`config.mk`:
```
export PLATFORM = sky130hd
export DESIGN_NAME = bss_top
export DESIGN_NICKNAME = d
export VERILOG_FILES = /design/src/bss_pkg.sv /design/src/bss_sync.sv /design/src/bss_fold_div.sv /design/src/bss_top.sv
export SDC_FILE = /design/constraint.sdc
export NUM_CORES = 1
export LEC_CHECK = 0
export BUFFER_PORTS_ARGS = -buffer_cell sky130_fd_sc_hd__buf_2
export CAP_MARGIN = 25
export CORE_UTILIZATION = 58
export DETAILED_ROUTE_END_ITERATION = 12
export GPL_TIMING_DRIVEN = 1
export PLACE_DENSITY = 0.89
export SYNTH_ARGS = -nofsm -noshare
export SYNTH_HDL_FRONTEND = slang
export SYNTH_SLANG_ARGS = --single-unit
```
`constraint.sdc`:
```
create_clock -name mclk -period 5.2 [get_ports mclk]
set_input_delay 0.26 -clock mclk [delete_from_list [all_inputs] [get_ports mclk]]
set_output_delay 0.26 -clock mclk [all_outputs]
set_load 0.01 [all_outputs]
```
`src/bss_pkg.sv`:
```
package bss_pkg;

    // ----------------------------------------------------------------
    // timing
    // ----------------------------------------------------------------
    localparam int CLK_PERIOD_NS  = 10;
    localparam int SLEEP_TIME_NS  = 150000;
    localparam int SLEEP_CYC      = (SLEEP_TIME_NS + CLK_PERIOD_NS - 1) / CLK_PERIOD_NS;
    localparam int MINOFF_TIME_NS = 85;
    localparam int MINOFF_CYC     = (MINOFF_TIME_NS + CLK_PERIOD_NS - 1) / CLK_PERIOD_NS;
    localparam int OC_LIMIT       = 120;
    localparam int SYNC_W         = 22;

    // ----------------------------------------------------------------
    // register map
    // ----------------------------------------------------------------
    localparam logic [7:0]  REG_CTRL      = 8'h00;
    localparam logic [7:0]  REG_STATUS    = 8'h04;
    localparam logic [7:0]  REG_HICCUPS   = 8'h08;
    localparam logic [31:0] CTRL_RESET    = 32'h0000_0001;
    localparam int          CTRL_HIC_BIT  = 0;
    localparam int          ST_STATE_LSB  = 0;
    localparam int          ST_PG_BIT     = 5;
    localparam int          ST_SUPPLY_BIT = 6;
    localparam int          ST_HICEN_BIT  = 7;
    localparam int          ST_OV_BIT     = 8;
    localparam int          ST_PGPIN_BIT  = 9;
    localparam int          ST_IGNPIN_BIT = 10;
    localparam int          ST_SLEEP_BIT  = 11;
    localparam int          ST_OCCNT_LSB  = 16;

    // ----------------------------------------------------------------
    // types
    // ----------------------------------------------------------------
    typedef enum logic [4:0] {
        BSS_SLEEP  = 5'b00001,
        BSS_OFF    = 5'b00010,
        BSS_START  = 5'b00100,
        BSS_RUN    = 5'b01000,
        BSS_HICCUP = 5'b10000
    } bss_state_t;

    typedef enum logic [1:0] {
        BSS_DIV1 = 2'h0,
        BSS_DIV2 = 2'h1,
        BSS_DIV4 = 2'h2
    } bss_fold_t;

endpackage : bss_pkg

```
`src/bss_sync.sv`:
```
module bss_sync #(
    parameter int W = 1
) (
    // clock and reset
    input  wire logic         mclk,
    input  wire logic         rstn,
    // data
    input  wire logic [W-1:0] d,
    output logic      [W-1:0] q
);
    import bss_pkg::*;

    logic [W-1:0] meta_q;

    always_ff @(posedge mclk or negedge rstn) begin
        if (!rstn) begin
            meta_q <= '0;
            q      <= '0;
        end else begin
            meta_q <= d;
            q      <= meta_q;
        end
    end

endmodule : bss_sync

```
`src/bss_fold_div.sv`:
```
module bss_fold_div (
    // clock and reset
    input  wire logic               mclk,
    input  wire logic               rstn,
    // oscillator tick and fold-back ratio
    input  wire logic               osc_tick,
    input  wire bss_pkg::bss_fold_t fold,
    // start of a switching cycle
    output logic                    cycle_start
);
    import bss_pkg::*;

    logic [1:0] cnt_q;

    function automatic logic [1:0] last_count(input bss_fold_t f);
        case (f)
            BSS_DIV4: last_count = 2'h3;
            BSS_DIV2: last_count = 2'h1;
            default:  last_count = 2'h0;
        endcase
    endfunction : last_count

    // every, every second or every fourth oscillator tick opens a cycle, set by fold
    always_ff @(posedge mclk or negedge rstn) begin
        if (!rstn) begin
            cnt_q       <= 2'h0;
            cycle_start <= 1'b0;
        end else begin
            cycle_start <= 1'b0;
            if (osc_tick) begin
                if (cnt_q >= last_count(fold)) begin
                    cnt_q       <= 2'h0;
                    cycle_start <= 1'b1;
                end else begin
                    cnt_q <= cnt_q + 2'h1;
                end
            end
        end
    end

endmodule : bss_fold_div

```
`src/bss_top.sv`:
```
// The register offsets and the plain strobed port were left to the implementer.
module bss_top #(
    parameter int SLEEP_CYC_P = bss_pkg::SLEEP_CYC
) (
    // clock and reset
    input  wire logic        mclk,
    input  wire logic        rstn,
    // register port
    input  wire logic [7:0]  reg_addr,
    input  wire logic [31:0] reg_wdata,
    input  wire logic        reg_wr,
    input  wire logic        reg_rd,
    output logic      [31:0] reg_rdata,
    // enable pins
    input  wire logic        en_logic,
    input  wire logic        ignition_enable_input,
    input  wire logic        ignition_enable_status_output_in,
    output logic             ignition_enable_status_output_out,
    output logic             ignition_enable_status_output_oe,
    // supply and internal rail comparators
    input  wire logic        supply_above_start,
    input  wire logic        supply_above_stop,
    input  wire logic        internal_rail_ok,
    // oscillator
    input  wire logic        osc_pulse,
    // feedback comparators
    input  wire logic        fb_above_200,
    input  wire logic        fb_above_400,
    input  wire logic        fb_above_735,
    input  wire logic        fb_above_750,
    input  wire logic        fb_above_880,
    // soft-start and error amp comparators
    input  wire logic        ss_above_offset,
    input  wire logic        ss_above_fb_offset,
    input  wire logic        ss_above_handover,
    input  wire logic        ss_above_hiccup,
    input  wire logic        ss_below_reset,
    input  wire logic        comp_above_pedestal,
    // current comparators
    input  wire logic        pwm_comp_trip,
    input  wire logic        overcurrent_threshold_trip,
    // power-good delay and pin
    input  wire logic        delay_capacitor_threshold_reached,
    output logic             delay_capacitor_charge_en,
    input  wire logic        power_good_output_in,
    output logic             power_good_output_out,
    output logic             power_good_output_oe,
    // analog controls
    output logic             ss_charge_en,
    output logic             ss_sink_en,
    output logic             ss_discharge_en,
    output logic             comp_pull_low,
    output logic             ref_select_internal,
    output logic             high_side_on,
    output logic             low_side_on
);
    import bss_pkg::*;

    localparam int SLW = $clog2(SLEEP_CYC_P + 1);

    if (SLEEP_CYC_P < 2) begin : g_chk
        $error("SLEEP_CYC_P must be at least 2");
    end

    // ----------------------------------------------------------------
    // input synchronisation
    // ----------------------------------------------------------------
    logic en_s, ign_s, sup_start_s, sup_stop_s, rail_s, osc_s;
    logic fb200_s, fb400_s, fb735_s, fb750_s, ov_s;
    logic ss_off_s, ss_pre_s, ss_ref_s, ss_hic_s, ss_rst_s, comp_s;
    logic pwm_trip_s, oc_s, cap_s, pg_pin_s, ign_pin_s;
    logic [SYNC_W-1:0] sync_out;

    bss_sync #(.W(SYNC_W)) u_sync (
        .mclk (mclk),
        .rstn (rstn),
        .d    ({en_logic, ignition_enable_input, supply_above_start,
                supply_above_stop, internal_rail_ok, osc_pulse, fb_above_200,
                fb_above_400, fb_above_735, fb_above_750, fb_above_880,
                ss_above_offset, ss_above_fb_offset, ss_above_handover,
                ss_above_hiccup, ss_below_reset, comp_above_pedestal,
                pwm_comp_trip, overcurrent_threshold_trip,
                delay_capacitor_threshold_reached, power_good_output_in,
                ignition_enable_status_output_in}),
        .q    (sync_out)
    );

    assign {en_s, ign_s, sup_start_s, sup_stop_s, rail_s, osc_s, fb200_s,
            fb400_s, fb735_s, fb750_s, ov_s, ss_off_s, ss_pre_s, ss_ref_s,
            ss_hic_s, ss_rst_s, comp_s, pwm_trip_s, oc_s, cap_s, pg_pin_s,
            ign_pin_s} = sync_out;

    // ----------------------------------------------------------------
    // registers
    // ----------------------------------------------------------------
    bss_state_t state_q;
    logic [31:0] ctrl_q;
    logic [15:0] hiccups_q;
    logic [7:0]  oc_cnt_q;
    logic        supply_ok_q;
    logic        sleep_q;
    logic        pg_rel_q;
    logic        hic_en;
    logic        enter_hiccup;

    assign hic_en       = ss_hic_s & ctrl_q[CTRL_HIC_BIT];
    assign enter_hiccup = (state_q == BSS_RUN) && (oc_cnt_q > 8'(OC_LIMIT));

    always_ff @(posedge mclk or negedge rstn) begin
        if (!rstn) begin
            ctrl_q <= CTRL_RESET;
        end else if (reg_wr && reg_addr == REG_CTRL) begin
            ctrl_q <= reg_wdata & CTRL_RESET;
        end
    end

    // a write clears the count; a hiccup in the same cycle still counts
    always_ff @(posedge mclk or negedge rstn) begin
        if (!rstn) begin
            hiccups_q <= 16'h0000;
        end else if (enter_hiccup) begin
            if (reg_wr && reg_addr == REG_HICCUPS) begin
                hiccups_q <= 16'h0001;
            end else if (hiccups_q != 16'hFFFF) begin
                hiccups_q <= hiccups_q + 16'h0001;
            end
        end else if (reg_wr && reg_addr == REG_HICCUPS) begin
            hiccups_q <= 16'h0000;
        end
    end

    always_ff @(posedge mclk or negedge rstn) begin
        if (!rstn) begin
            reg_rdata <= 32'h0000_0000;
        end else begin
            reg_rdata <= 32'h0000_0000;
            if (reg_rd) begin
                case (reg_addr)
                    REG_CTRL:    reg_rdata <= ctrl_q;
                    REG_STATUS: begin
                        reg_rdata[ST_STATE_LSB +: 5] <= state_q;
                        reg_rdata[ST_PG_BIT]         <= pg_rel_q;
                        reg_rdata[ST_SUPPLY_BIT]     <= supply_ok_q;
                        reg_rdata[ST_HICEN_BIT]      <= hic_en;
                        reg_rdata[ST_OV_BIT]         <= ov_s;
                        reg_rdata[ST_PGPIN_BIT]      <= pg_pin_s;
                        reg_rdata[ST_IGNPIN_BIT]     <= ign_pin_s;
                        reg_rdata[ST_SLEEP_BIT]      <= sleep_q;
                        reg_rdata[ST_OCCNT_LSB +: 8] <= oc_cnt_q;
                    end
                    REG_HICCUPS: reg_rdata <= {16'h0000, hiccups_q};
                    default:     reg_rdata <= 32'h0000_0000;
                endcase
            end
        end
    end

    // ----------------------------------------------------------------
    // enable, supply lockout and sleep
    // ----------------------------------------------------------------
    logic           en_any;
    logic [SLW-1:0] sleep_cnt_q;
    logic           active;

    assign en_any = en_s | ign_s;
    assign active = en_any && supply_ok_q && !sleep_q;

    // start comparator sets, stop comparator clears
    always_ff @(posedge mclk or negedge rstn) begin
        if (!rstn) begin
            supply_ok_q <= 1'b0;
        end else if (sup_start_s) begin
            supply_ok_q <= 1'b1;
        end else if (!sup_stop_s) begin
            supply_ok_q <= 1'b0;
        end
    end

    always_ff @(posedge mclk or negedge rstn) begin
        if (!rstn) begin
            sleep_cnt_q <= '0;
        end else if (en_any) begin
            sleep_cnt_q <= '0;
        end else if (sleep_cnt_q != SLW'(SLEEP_CYC_P)) begin
            sleep_cnt_q <= sleep_cnt_q + SLW'(1);
        end
    end

    always_ff @(posedge mclk or negedge rstn) begin
        if (!rstn) begin
            sleep_q <= 1'b0;
        end else if (en_any) begin
            sleep_q <= 1'b0;
        end else if (sleep_cnt_q == SLW'(SLEEP_CYC_P)) begin
            sleep_q <= 1'b1;
        end
    end

    // ----------------------------------------------------------------
    // sequencer
    // ----------------------------------------------------------------
    always_ff @(posedge mclk or negedge rstn) begin
        if (!rstn) begin
            state_q <= BSS_OFF;
        end else if (sleep_q && !en_any) begin
            state_q <= BSS_SLEEP;
        end else if (!active && state_q != BSS_SLEEP) begin
            state_q <= BSS_OFF;
        end else begin
            case (state_q)
                BSS_SLEEP:  if (en_any) state_q <= BSS_OFF;
                BSS_OFF:    if (active) state_q <= BSS_START;
                BSS_START: begin
                    if (ss_off_s && ss_pre_s && comp_s) begin
                        state_q <= BSS_RUN;
                    end
                end
                BSS_RUN:    if (enter_hiccup) state_q <= BSS_HICCUP;
                BSS_HICCUP: if (ss_rst_s) state_q <= BSS_START;
                default:    state_q <= BSS_OFF;
            endcase
        end
    end

    // ----------------------------------------------------------------
    // soft-start and error amp controls
    // ----------------------------------------------------------------
    always_ff @(posedge mclk or negedge rstn) begin
        if (!rstn) begin
            ss_charge_en        <= 1'b0;
            ss_sink_en          <= 1'b0;
            ss_discharge_en     <= 1'b1;
            comp_pull_low       <= 1'b1;
            ref_select_internal <= 1'b0;
        end else begin
            ss_charge_en    <= (state_q == BSS_START) || (state_q == BSS_RUN);
            ss_sink_en      <= (state_q == BSS_HICCUP);
            ss_discharge_en <= (state_q == BSS_OFF) || (state_q == BSS_SLEEP);
            // overvoltage does not touch these
            comp_pull_low   <= !((state_q == BSS_START) || (state_q == BSS_RUN));
            ref_select_internal <= ss_ref_s;
        end
    end

    // ----------------------------------------------------------------
    // frequency fold-back and switching cycle
    // ----------------------------------------------------------------
    bss_fold_t fold_q;
    logic      osc_prev_q;
    logic      cycle_start;
    logic      cycle_start_q;

    always_ff @(posedge mclk or negedge rstn) begin
        if (!rstn) begin
            fold_q     <= BSS_DIV4;
            osc_prev_q <= 1'b0;
        end else begin
            osc_prev_q <= osc_s;
            if (!fb200_s) begin
                fold_q <= BSS_DIV4;
            end else if (!fb400_s) begin
                fold_q <= BSS_DIV2;
            end else begin
                fold_q <= BSS_DIV1;
            end
        end
    end

    bss_fold_div u_fold (
        .mclk        (mclk),
        .rstn        (rstn),
        .osc_tick    (osc_s & ~osc_prev_q),
        .fold        (fold_q),
        .cycle_start (cycle_start)
    );

    // ----------------------------------------------------------------
    // gate drive
    // ----------------------------------------------------------------
    logic       run;
    logic [3:0] minoff_q;
    logic       oc_seen_q;

    assign run = (state_q == BSS_RUN);

    always_ff @(posedge mclk or negedge rstn) begin
        if (!rstn) begin
            cycle_start_q <= 1'b0;
            minoff_q      <= 4'h0;
        end else begin
            cycle_start_q <= cycle_start;
            if (cycle_start_q && ov_s) begin
                minoff_q <= 4'(MINOFF_CYC);
            end else if (minoff_q != 4'h0) begin
                minoff_q <= minoff_q - 4'h1;
            end
        end
    end

    // high side opens one cycle after the low side has dropped
    always_ff @(posedge mclk or negedge rstn) begin
        if (!rstn) begin
            high_side_on <= 1'b0;
        end else if (!run || ov_s) begin
            high_side_on <= 1'b0;
        end else if (oc_s || pwm_trip_s) begin
            high_side_on <= 1'b0;
        end else if (cycle_start_q) begin
            high_side_on <= 1'b1;
        end
    end

    always_ff @(posedge mclk or negedge rstn) begin
        if (!rstn) begin
            low_side_on <= 1'b0;
        end else if (!run || cycle_start || cycle_start_q) begin
            low_side_on <= 1'b0;
        end else if (ov_s) begin
            low_side_on <= (minoff_q != 4'h0);
        end else begin
            low_side_on <= !high_side_on;
        end
    end

    // ----------------------------------------------------------------
    // consecutive overcurrent count
    // ----------------------------------------------------------------
    always_ff @(posedge mclk or negedge rstn) begin
        if (!rstn) begin
            oc_seen_q <= 1'b0;
        end else if (oc_s && run) begin
            oc_seen_q <= 1'b1;
        end else if (cycle_start) begin
            oc_seen_q <= 1'b0;
        end
    end

    always_ff @(posedge mclk or negedge rstn) begin
        if (!rstn) begin
            oc_cnt_q <= 8'h00;
        end else if (!hic_en || !run) begin
            oc_cnt_q <= 8'h00;
        end else if (cycle_start) begin
            if (!oc_seen_q) begin
                oc_cnt_q <= 8'h00;
            end else if (oc_cnt_q != 8'hFF) begin
                oc_cnt_q <= oc_cnt_q + 8'h01;
            end
        end
    end

    // ----------------------------------------------------------------
    // power-good and ignition status
    // ----------------------------------------------------------------
    always_ff @(posedge mclk or negedge rstn) begin
        if (!rstn) begin
            delay_capacitor_charge_en <= 1'b0;
        end else if (!run || !fb735_s) begin
            delay_capacitor_charge_en <= 1'b0;
        end else if (fb750_s) begin
            delay_capacitor_charge_en <= 1'b1;
        end
    end

    always_ff @(posedge mclk or negedge rstn) begin
        if (!rstn) begin
            pg_rel_q <= 1'b0;
        end else begin
            pg_rel_q <= delay_capacitor_charge_en && cap_s && fb735_s && !ov_s;
        end
    end

    // open-drain: the pin is only ever pulled low
    assign power_good_output_out             = 1'b0;
    assign ignition_enable_status_output_out = 1'b0;

    always_ff @(posedge mclk or negedge rstn) begin
        if (!rstn) begin
            power_good_output_oe            <= 1'b1;
            ignition_enable_status_output_oe <= 1'b1;
        end else begin
            if (state_q == BSS_SLEEP) begin
                power_good_output_oe <= rail_s;
            end else begin
                power_good_output_oe <= !pg_rel_q;
            end
            ignition_enable_status_output_oe <= !ign_s;
        end
    end

endmodule : bss_top

```
==> results of run 1 <==
## through the flow
step / utilization [%] / setup WS [ns] / total power [W] / hold slack, ns / instances
finish: 72.8 / 2.91 / 0.00246 / 0.101 / 737
global route: 72.8 / 2.69 / 0.00257 / 0.104 / 737
CTS: 72.8 / 2.96 / 0.00248 / 0.0729 / 737
detailed placement: 64.5 / 2.97 / 0.00140 / 0.335 / 681
global placement: 64.2 / 2.70 / 0.00138 / 0.331 / 679
floorplan: - / 3.35 / 0.00133 / -0.0356 / 508
## final cells by class
cell class,instances,area (µm²)
sequential,137,3440
fill,642,2530
multi-input combinational,325,1940
timing repair buffer,95,613
clock buffer,20,435
tap,129,161
clock inverter,12,92.6
inverter,19,71.3
## report_power, final
part,internal [W],switching (W)
Sequential,0.00113,0.0000515
Clock,0.000603,0.000455
Combinational,0.000102,0.000119
## path summary, 6_finish.rpt
| path | to | slack (ns) | depth (start not counted) |
|---|---|---|---|
| worst min register to register | u_sync.q[3] | 0.35 | 0 |
| min in group asynchronous | reg_rdata[18] | 0.41 | 2 |
| max in group asynchronous | state_q[0] | 3.53 | 3 |
| worst min-delay path | ctrl_q[0] | 0.10 | 3 |
| worst max-delay path | hiccups_q[7] | 2.91 | 5 |
| worst max register to register | hiccups_q[7] | 2.91 | 5 |
## worst register-to-register path, cell delays in order, from the launching register on
cell	delay, ns
dfrtp_1	0.49
nor2_1	0.21
and3_1	0.37
nand3_1	0.41
or4_1	0.59
a21oi_1	0.15
## sequential cells by signal, indices dropped and copies added, names as in the netlist, 2 cells and up
register / cells
u_sync.q: 22
u_fold.cnt_q: 2
minoff_q: 4
sleep_cnt_q: 14
state_q: 5
u_sync.meta_q: 22
fold_q: 2
reg_rdata: 24
oc_cnt_q: 8
hiccups_q: 16
## metal layers
layer	vias to the layer above	track usage [%]	routed length, µm
met3	42	6.55	764
met5	-	0	0
li1	1927	-	-
met4	0	12.7	368
met1	2047	31.3	4670
met2	211	44.0	5850
## Yosys cell counts (5+ instances only)
cell type and count:
buf_4 10, nor2_1 58, dfstp_2 7, a21oi_1 18, dfrtp_1 130, xor2_1 9
a31oi_1 5, nor3_1 11, and3_1 22, o21ai_0 24, nand3_1 22, xnor2_1 8
nand4_1 10, nand2b_1 7, a22oi_1 10, nand2_1 29, ha_1 10, nor2b_1 6
clkbuf_1 15, nor4_1 5, inv_1 19
## placed cells by master (no fill, tap or decap), drive strengths merged, types with 8 or more instances in the layout
master       netlist  final
clkbuf            15     20
xor2               9      9
dfrtp            130    130
dlygate4sd3        0     24
nand4             11     11
nand3             22     22
conb               1     10
nand2             29     29
o21ai             24     24
inv               19     23
xnor2              8      8
buf               12     71
nor2              58     58
a22oi             10     10
nor3              11     11
and3              22     22
a21oi             18     18
ha                10     10
## logic make-up after synthesis
family | count (synthesis) | share of synthesized area, %
compound gates | 82 | 9.52
xor+xnor | 17 | 2.68
fa+ha+maj | 10 | 2.25
buf+inv | 46 | 3.83
flops | 137 | 61.8
mux | 5 | 0.923
other cells | 1 | 0.0674
simple gates | 201 | 18.9
==> run metrics, run 1 <==
Clock Root Buffer=clkbuf_8; gr usage total=a little over a quarter; Final min period=between 2 and 2.5 ns; share of layout cells above drive strength 1=about a fifth; Final period util=between 40% and 50%; H-tree depth=4; worst skew pair latency=between 0.5 and 0.6 ns; Setup-failing EPs final=0; CP endpoint kind=flop; Clock Skew=0.00711 ns; EDFF count, synth=0; post-synth top area share=between 50 and 60%; crit path cell chain=nor2_1, and3_1, nand3_1, or4_1, a21oi_1; RSZ-0062 raised after global routing=false; GRT overflow=0; Design Area, Final=roughly 6800 µm²; CTS resizes=0; Area growth, synth to finish=21.5%; crit-path leading delay family=simple AND/OR/NAND/NOR gates; Yosys top cell by area=dfrtp_1; TNS Setup=0 ns; I/O pin cnt=110; initial DRC count=289; Post-DRT Antenna Nets=0; critical path fanouts, max=12; Worst Path Buf+Inv=0; vias in the first global route=~4,400; CTS Hold Buffers Added=24; DR WL/cell=between 15 and 20 µm; MaxCap Viol Count=0; CP max stage delay=between 0.5 and 0.6 ns; CP max-delay cell=or4_1; CTS Buf Count=17; clk sinks=roughly 140; initial core utilization=about 60%; worst min path class=primary input to flop; pwr/cell area=365 nW/µm²; Max Clock Freq=between 400 and 500 MHz; crit path launch=state_q[4]; arrival time at the worst endpoint=approximately 2.7 ns; Fin. Hold Viols=0; drc violations=0; Max Root-Sink Buffers=2; critical path class=flop to flop; core area=between 9000 and 10,000 µm²; register bit total from synthesis=around 140; peak supply drop=roughly 0.00026 V; main area contributors after synthesis=dfrtp_1, nor2_1, dfstp_2; final net count=671; first-pass GRT wire length=slightly below 20 mm; CP Data Required Time=5.65 ns; die width=around 100 µm; DP HPWL=about 7.4 mm; detailed-route via count=4,227; worst slew pin tran=0.994 ns; CTS tree=built; Warnings, synthesis=0; origin of the critical flop-to-flop path=state_q[4]; Max Slew Vio Count=0; HP Start=reg_wr; die area=approximately 10000 µm²; Slew Limit Headroom=approximately 33%; initial antenna violation count=0; Seq/Total Area, Yosys=roughly three fifths; ANT cells=0; status=finished, final reports clean; Leakage=~3.1 nW; clk slew on worst S/H paths=approximately 0.060 ns; Primary FF master, synth=dfrtp_1; Avg Synthesized Cell Area=11.1 µm²; PortBufs=68; placed cell area=5990 µm²; vias per inst=between 5 and 6; drt first pass iters=5; Mapped Cells=about 500; Die H=99.9 µm; row cnt=35; total wire length=11.7 mm; post-CTS setup buffers=0; largest net degree at the start of global routing=80; RePlAce Congestion=a little over 0.9; Cell variety after synth=a little under 60; post-synth design cell area=roughly 5600 µm²; crit path launch type=flop; fraction of registers with async set/reset=100%
Note: power is estimated with default switching activity, not from simulation.
==> run 2: changes to the inputs <==
--- a/config.mk
+++ b/config.mk
@@ -7,10 +7,10 @@
 export LEC_CHECK = 0
 export BUFFER_PORTS_ARGS = -buffer_cell sky130_fd_sc_hd__buf_2
 export CAP_MARGIN = 25
-export CORE_UTILIZATION = 58
+export CORE_UTILIZATION = 49
 export DETAILED_ROUTE_END_ITERATION = 12
 export GPL_TIMING_DRIVEN = 1
-export PLACE_DENSITY = 0.89
+export PLACE_DENSITY = 0.81
 export SYNTH_ARGS = -nofsm -noshare
 export SYNTH_HDL_FRONTEND = slang
 export SYNTH_SLANG_ARGS = --single-unit
==> constraint.sdc (replaced) <==
create_clock -name mclk -period 2 [get_ports mclk]
set_input_delay 0.1 -clock mclk [delete_from_list [all_inputs] [get_ports mclk]]
set_output_delay 0.1 -clock mclk [all_outputs]
set_load 0.01 [all_outputs]
==> run metrics, run 2 (same netlist as run 1, synthesis figures left out) <==
Fin Hold WS=0.0546 ns (was 0.101 ns); initial antenna violation count=0 (unchanged); worst skew pair latency=0.41 ns (was 0.52 ns); Max Clock Freq=526 MHz (was 437 MHz); Non-Filler Instances=769 (was 737); Fin. Hold Viols=0 (unchanged); Largest Register=reg_rdata (unchanged); vias per inst=5.46 (was 5.74); critical path class=flop to flop (unchanged); ANT cells=0 (unchanged); detailed-route via count=4,195 (was 4,227); clk sinks=137 (unchanged); DP HPWL=7.37 mm (was 7.39 mm); pwr/cell area=943 nW/µm² (was 365 nW/µm²); Final period util=95.1% (was 44.0%); post-route setup slack=0.0979 ns (was 2.91 ns); critical path fanouts, max=4 (was 12); Slew Limit Headroom=52.6% (was 33.2%); initial core utilization=50.8% (was 59.9%); Max Slew Vio Count=0 (unchanged); most frequent cells in the layout=dfrtp_1, buf_2, nor2_1, nand2_1 (unchanged); most common cell after layout, fill and taps aside=dfrtp_1 (unchanged); pre-CTS setup slack=0.00724 ns (was 2.97 ns); arrival time at the worst endpoint=2.19 ns (was 2.73 ns); CP endpoint kind=flop (unchanged); gr usage total=21.3% (was 26.0%); Clock Skew=0.0120 ns (was 0.00711 ns); clk slew on worst S/H paths=0.06 ns (about the same); share of layout cells above drive strength 1=23.4% (was 19.7%); worst min path class=primary input to flop (unchanged); total wire length=11.2 mm (was 11.7 mm); CTS Buf Count=17 (unchanged); largest net degree at the start of global routing=138 (was 80); Die H=109 µm (was 99.9 µm); core area=10,900 µm² (was 9280 µm²); CP Data Required Time=2.29 ns (was 5.65 ns); initial DRC count=285 (was 289); Clock Root Buffer=clkbuf_16 (was clkbuf_8); max FFs per register=24 (unchanged); crit path launch type=flop (unchanged); row cnt=38 (was 35); Post-DRT Antenna Nets=0 (unchanged); largest registers=reg_rdata x24, u_sync.meta_q x22, u_sync.q x22 (unchanged); first-pass GRT wire length=19.2 mm (was 19.8 mm); M2 GR Usage=34.7% (was 44.0%); DR WL/cell=14.6 µm (was 15.8 µm); Max Root-Sink Buffers=2 (unchanged); die width=109 µm (was 99.9 µm); RePlAce Congestion=0.855 (was 0.908); GRT overflow=0 (unchanged); Leakage=3.27 nW (was 3.15 nW); placed cells=713 (was 681); Final min period=1.90 ns (was 2.29 ns); drc violations=0 (unchanged); M3 GR Usage=4.82% (was 6.55%); Area growth, synth to finish=25.8% (was 21.5%); H-tree depth=4 (unchanged); final net count=692 (was 671); peak supply drop=0.000637 V (was 0.000257 V); die area=11,800 µm² (was 9980 µm²); I/O pin cnt=110 (unchanged); MaxCap Viol Count=0 (unchanged); vias in the first global route=4,155 (was 4,353); GRT busiest layer=met2 (unchanged); drt first pass iters=5 (unchanged); CTS tree=built (unchanged); status=finished, final reports clean (unchanged); TNS Setup=0 ns (unchanged); RSZ-0062 raised after global routing=true (was false); PortBufs=68 (unchanged); Setup-failing EPs final=0 (unchanged); GR Layer Usage met1=26.7% (was 31.3%); worst slew pin tran=0.711 ns (was 0.994 ns)
## run 2: cell count changes in the layout (fill, tap and decap cells not counted), sizes merged
cell,before,now
clkinvlp,4,5
bufinv,0,1
buf,71,92
inv,23,22
clkinv,4,3
## run 2: routing by layer
layer,vias up,routed length [µm]
li1,1975,-
met1,2029,4770
met2,168,5510
met3,23,732
met4,0,237
met5,-,0
## run 2: repair_timing
item | CTS | global route
setup buffers | 0 | 0
hold buffers | 24 | 0
gates resized for setup | 1 | 6
hold endpoints to repair | 153 | 0
setup endpoints to repair | 1 | 7
pin swaps | 0 | 1
## run 2: layout make-up
type                            instances  area [µm²]
Inverter                               19        71.3
Sequential cell                       137        3440
Tap cell                              140         175
Clock buffer                           20         447
Timing Repair Buffer                  116         776
Multi-Input combinational cell        325        1970
Fill cell                             815        3940
Clock inverter                         12         116
## run 2: final timing paths
| check | startpoint | end | slack [ns] | cells after the start |
|---|---|---|---|---|
| max | oc_cnt_q[0] | hiccups_q[6] | 0.1 | 7 |
| min | reg_wr | ctrl_q[0] | 0.05 | 3 |
| max reg2reg | oc_cnt_q[0] | hiccups_q[6] | 0.1 | 7 |
| min reg2reg | u_sync.meta_q[21] | u_sync.q[21] | 0.35 | 0 |
| max in group asynchronous | rstn | hiccups_q[5] | 1.08 | 3 |
| min in group asynchronous | rstn | reg_rdata[17] | 0.34 | 3 |
## run 2: per-stage QoR
step	power, W	cell area, µm²	utilization, %
3_5_place_dp	0.00367	6160	56.4
3_3_place_gp	0.00362	6160	56.3
6_report	0.00660	6990	64.0
5_1_grt	0.00688	6990	64.0
2_1_floorplan	0.00345	5590	-
4_1_cts	0.00665	6970	63.8
## run 2: worst max-delay path, stage by stage (launching register included)
cell,delay [ns]
dfrtp_1,0.34
inv_1,0.05
ha_1,0.18
nand2b_1,0.10
a41o_1,0.27
nand3_1,0.14
or4b_1,0.57
mux2i_1,0.14
## run 2: power by group
part | switching [W] | total [W] | internal [W]
sequential | 0.000125 | 0.00307 | 0.00294
clock | 0.00117 | 0.00292 | 0.00175
combinational | 0.000335 | 0.000610 | 0.000275
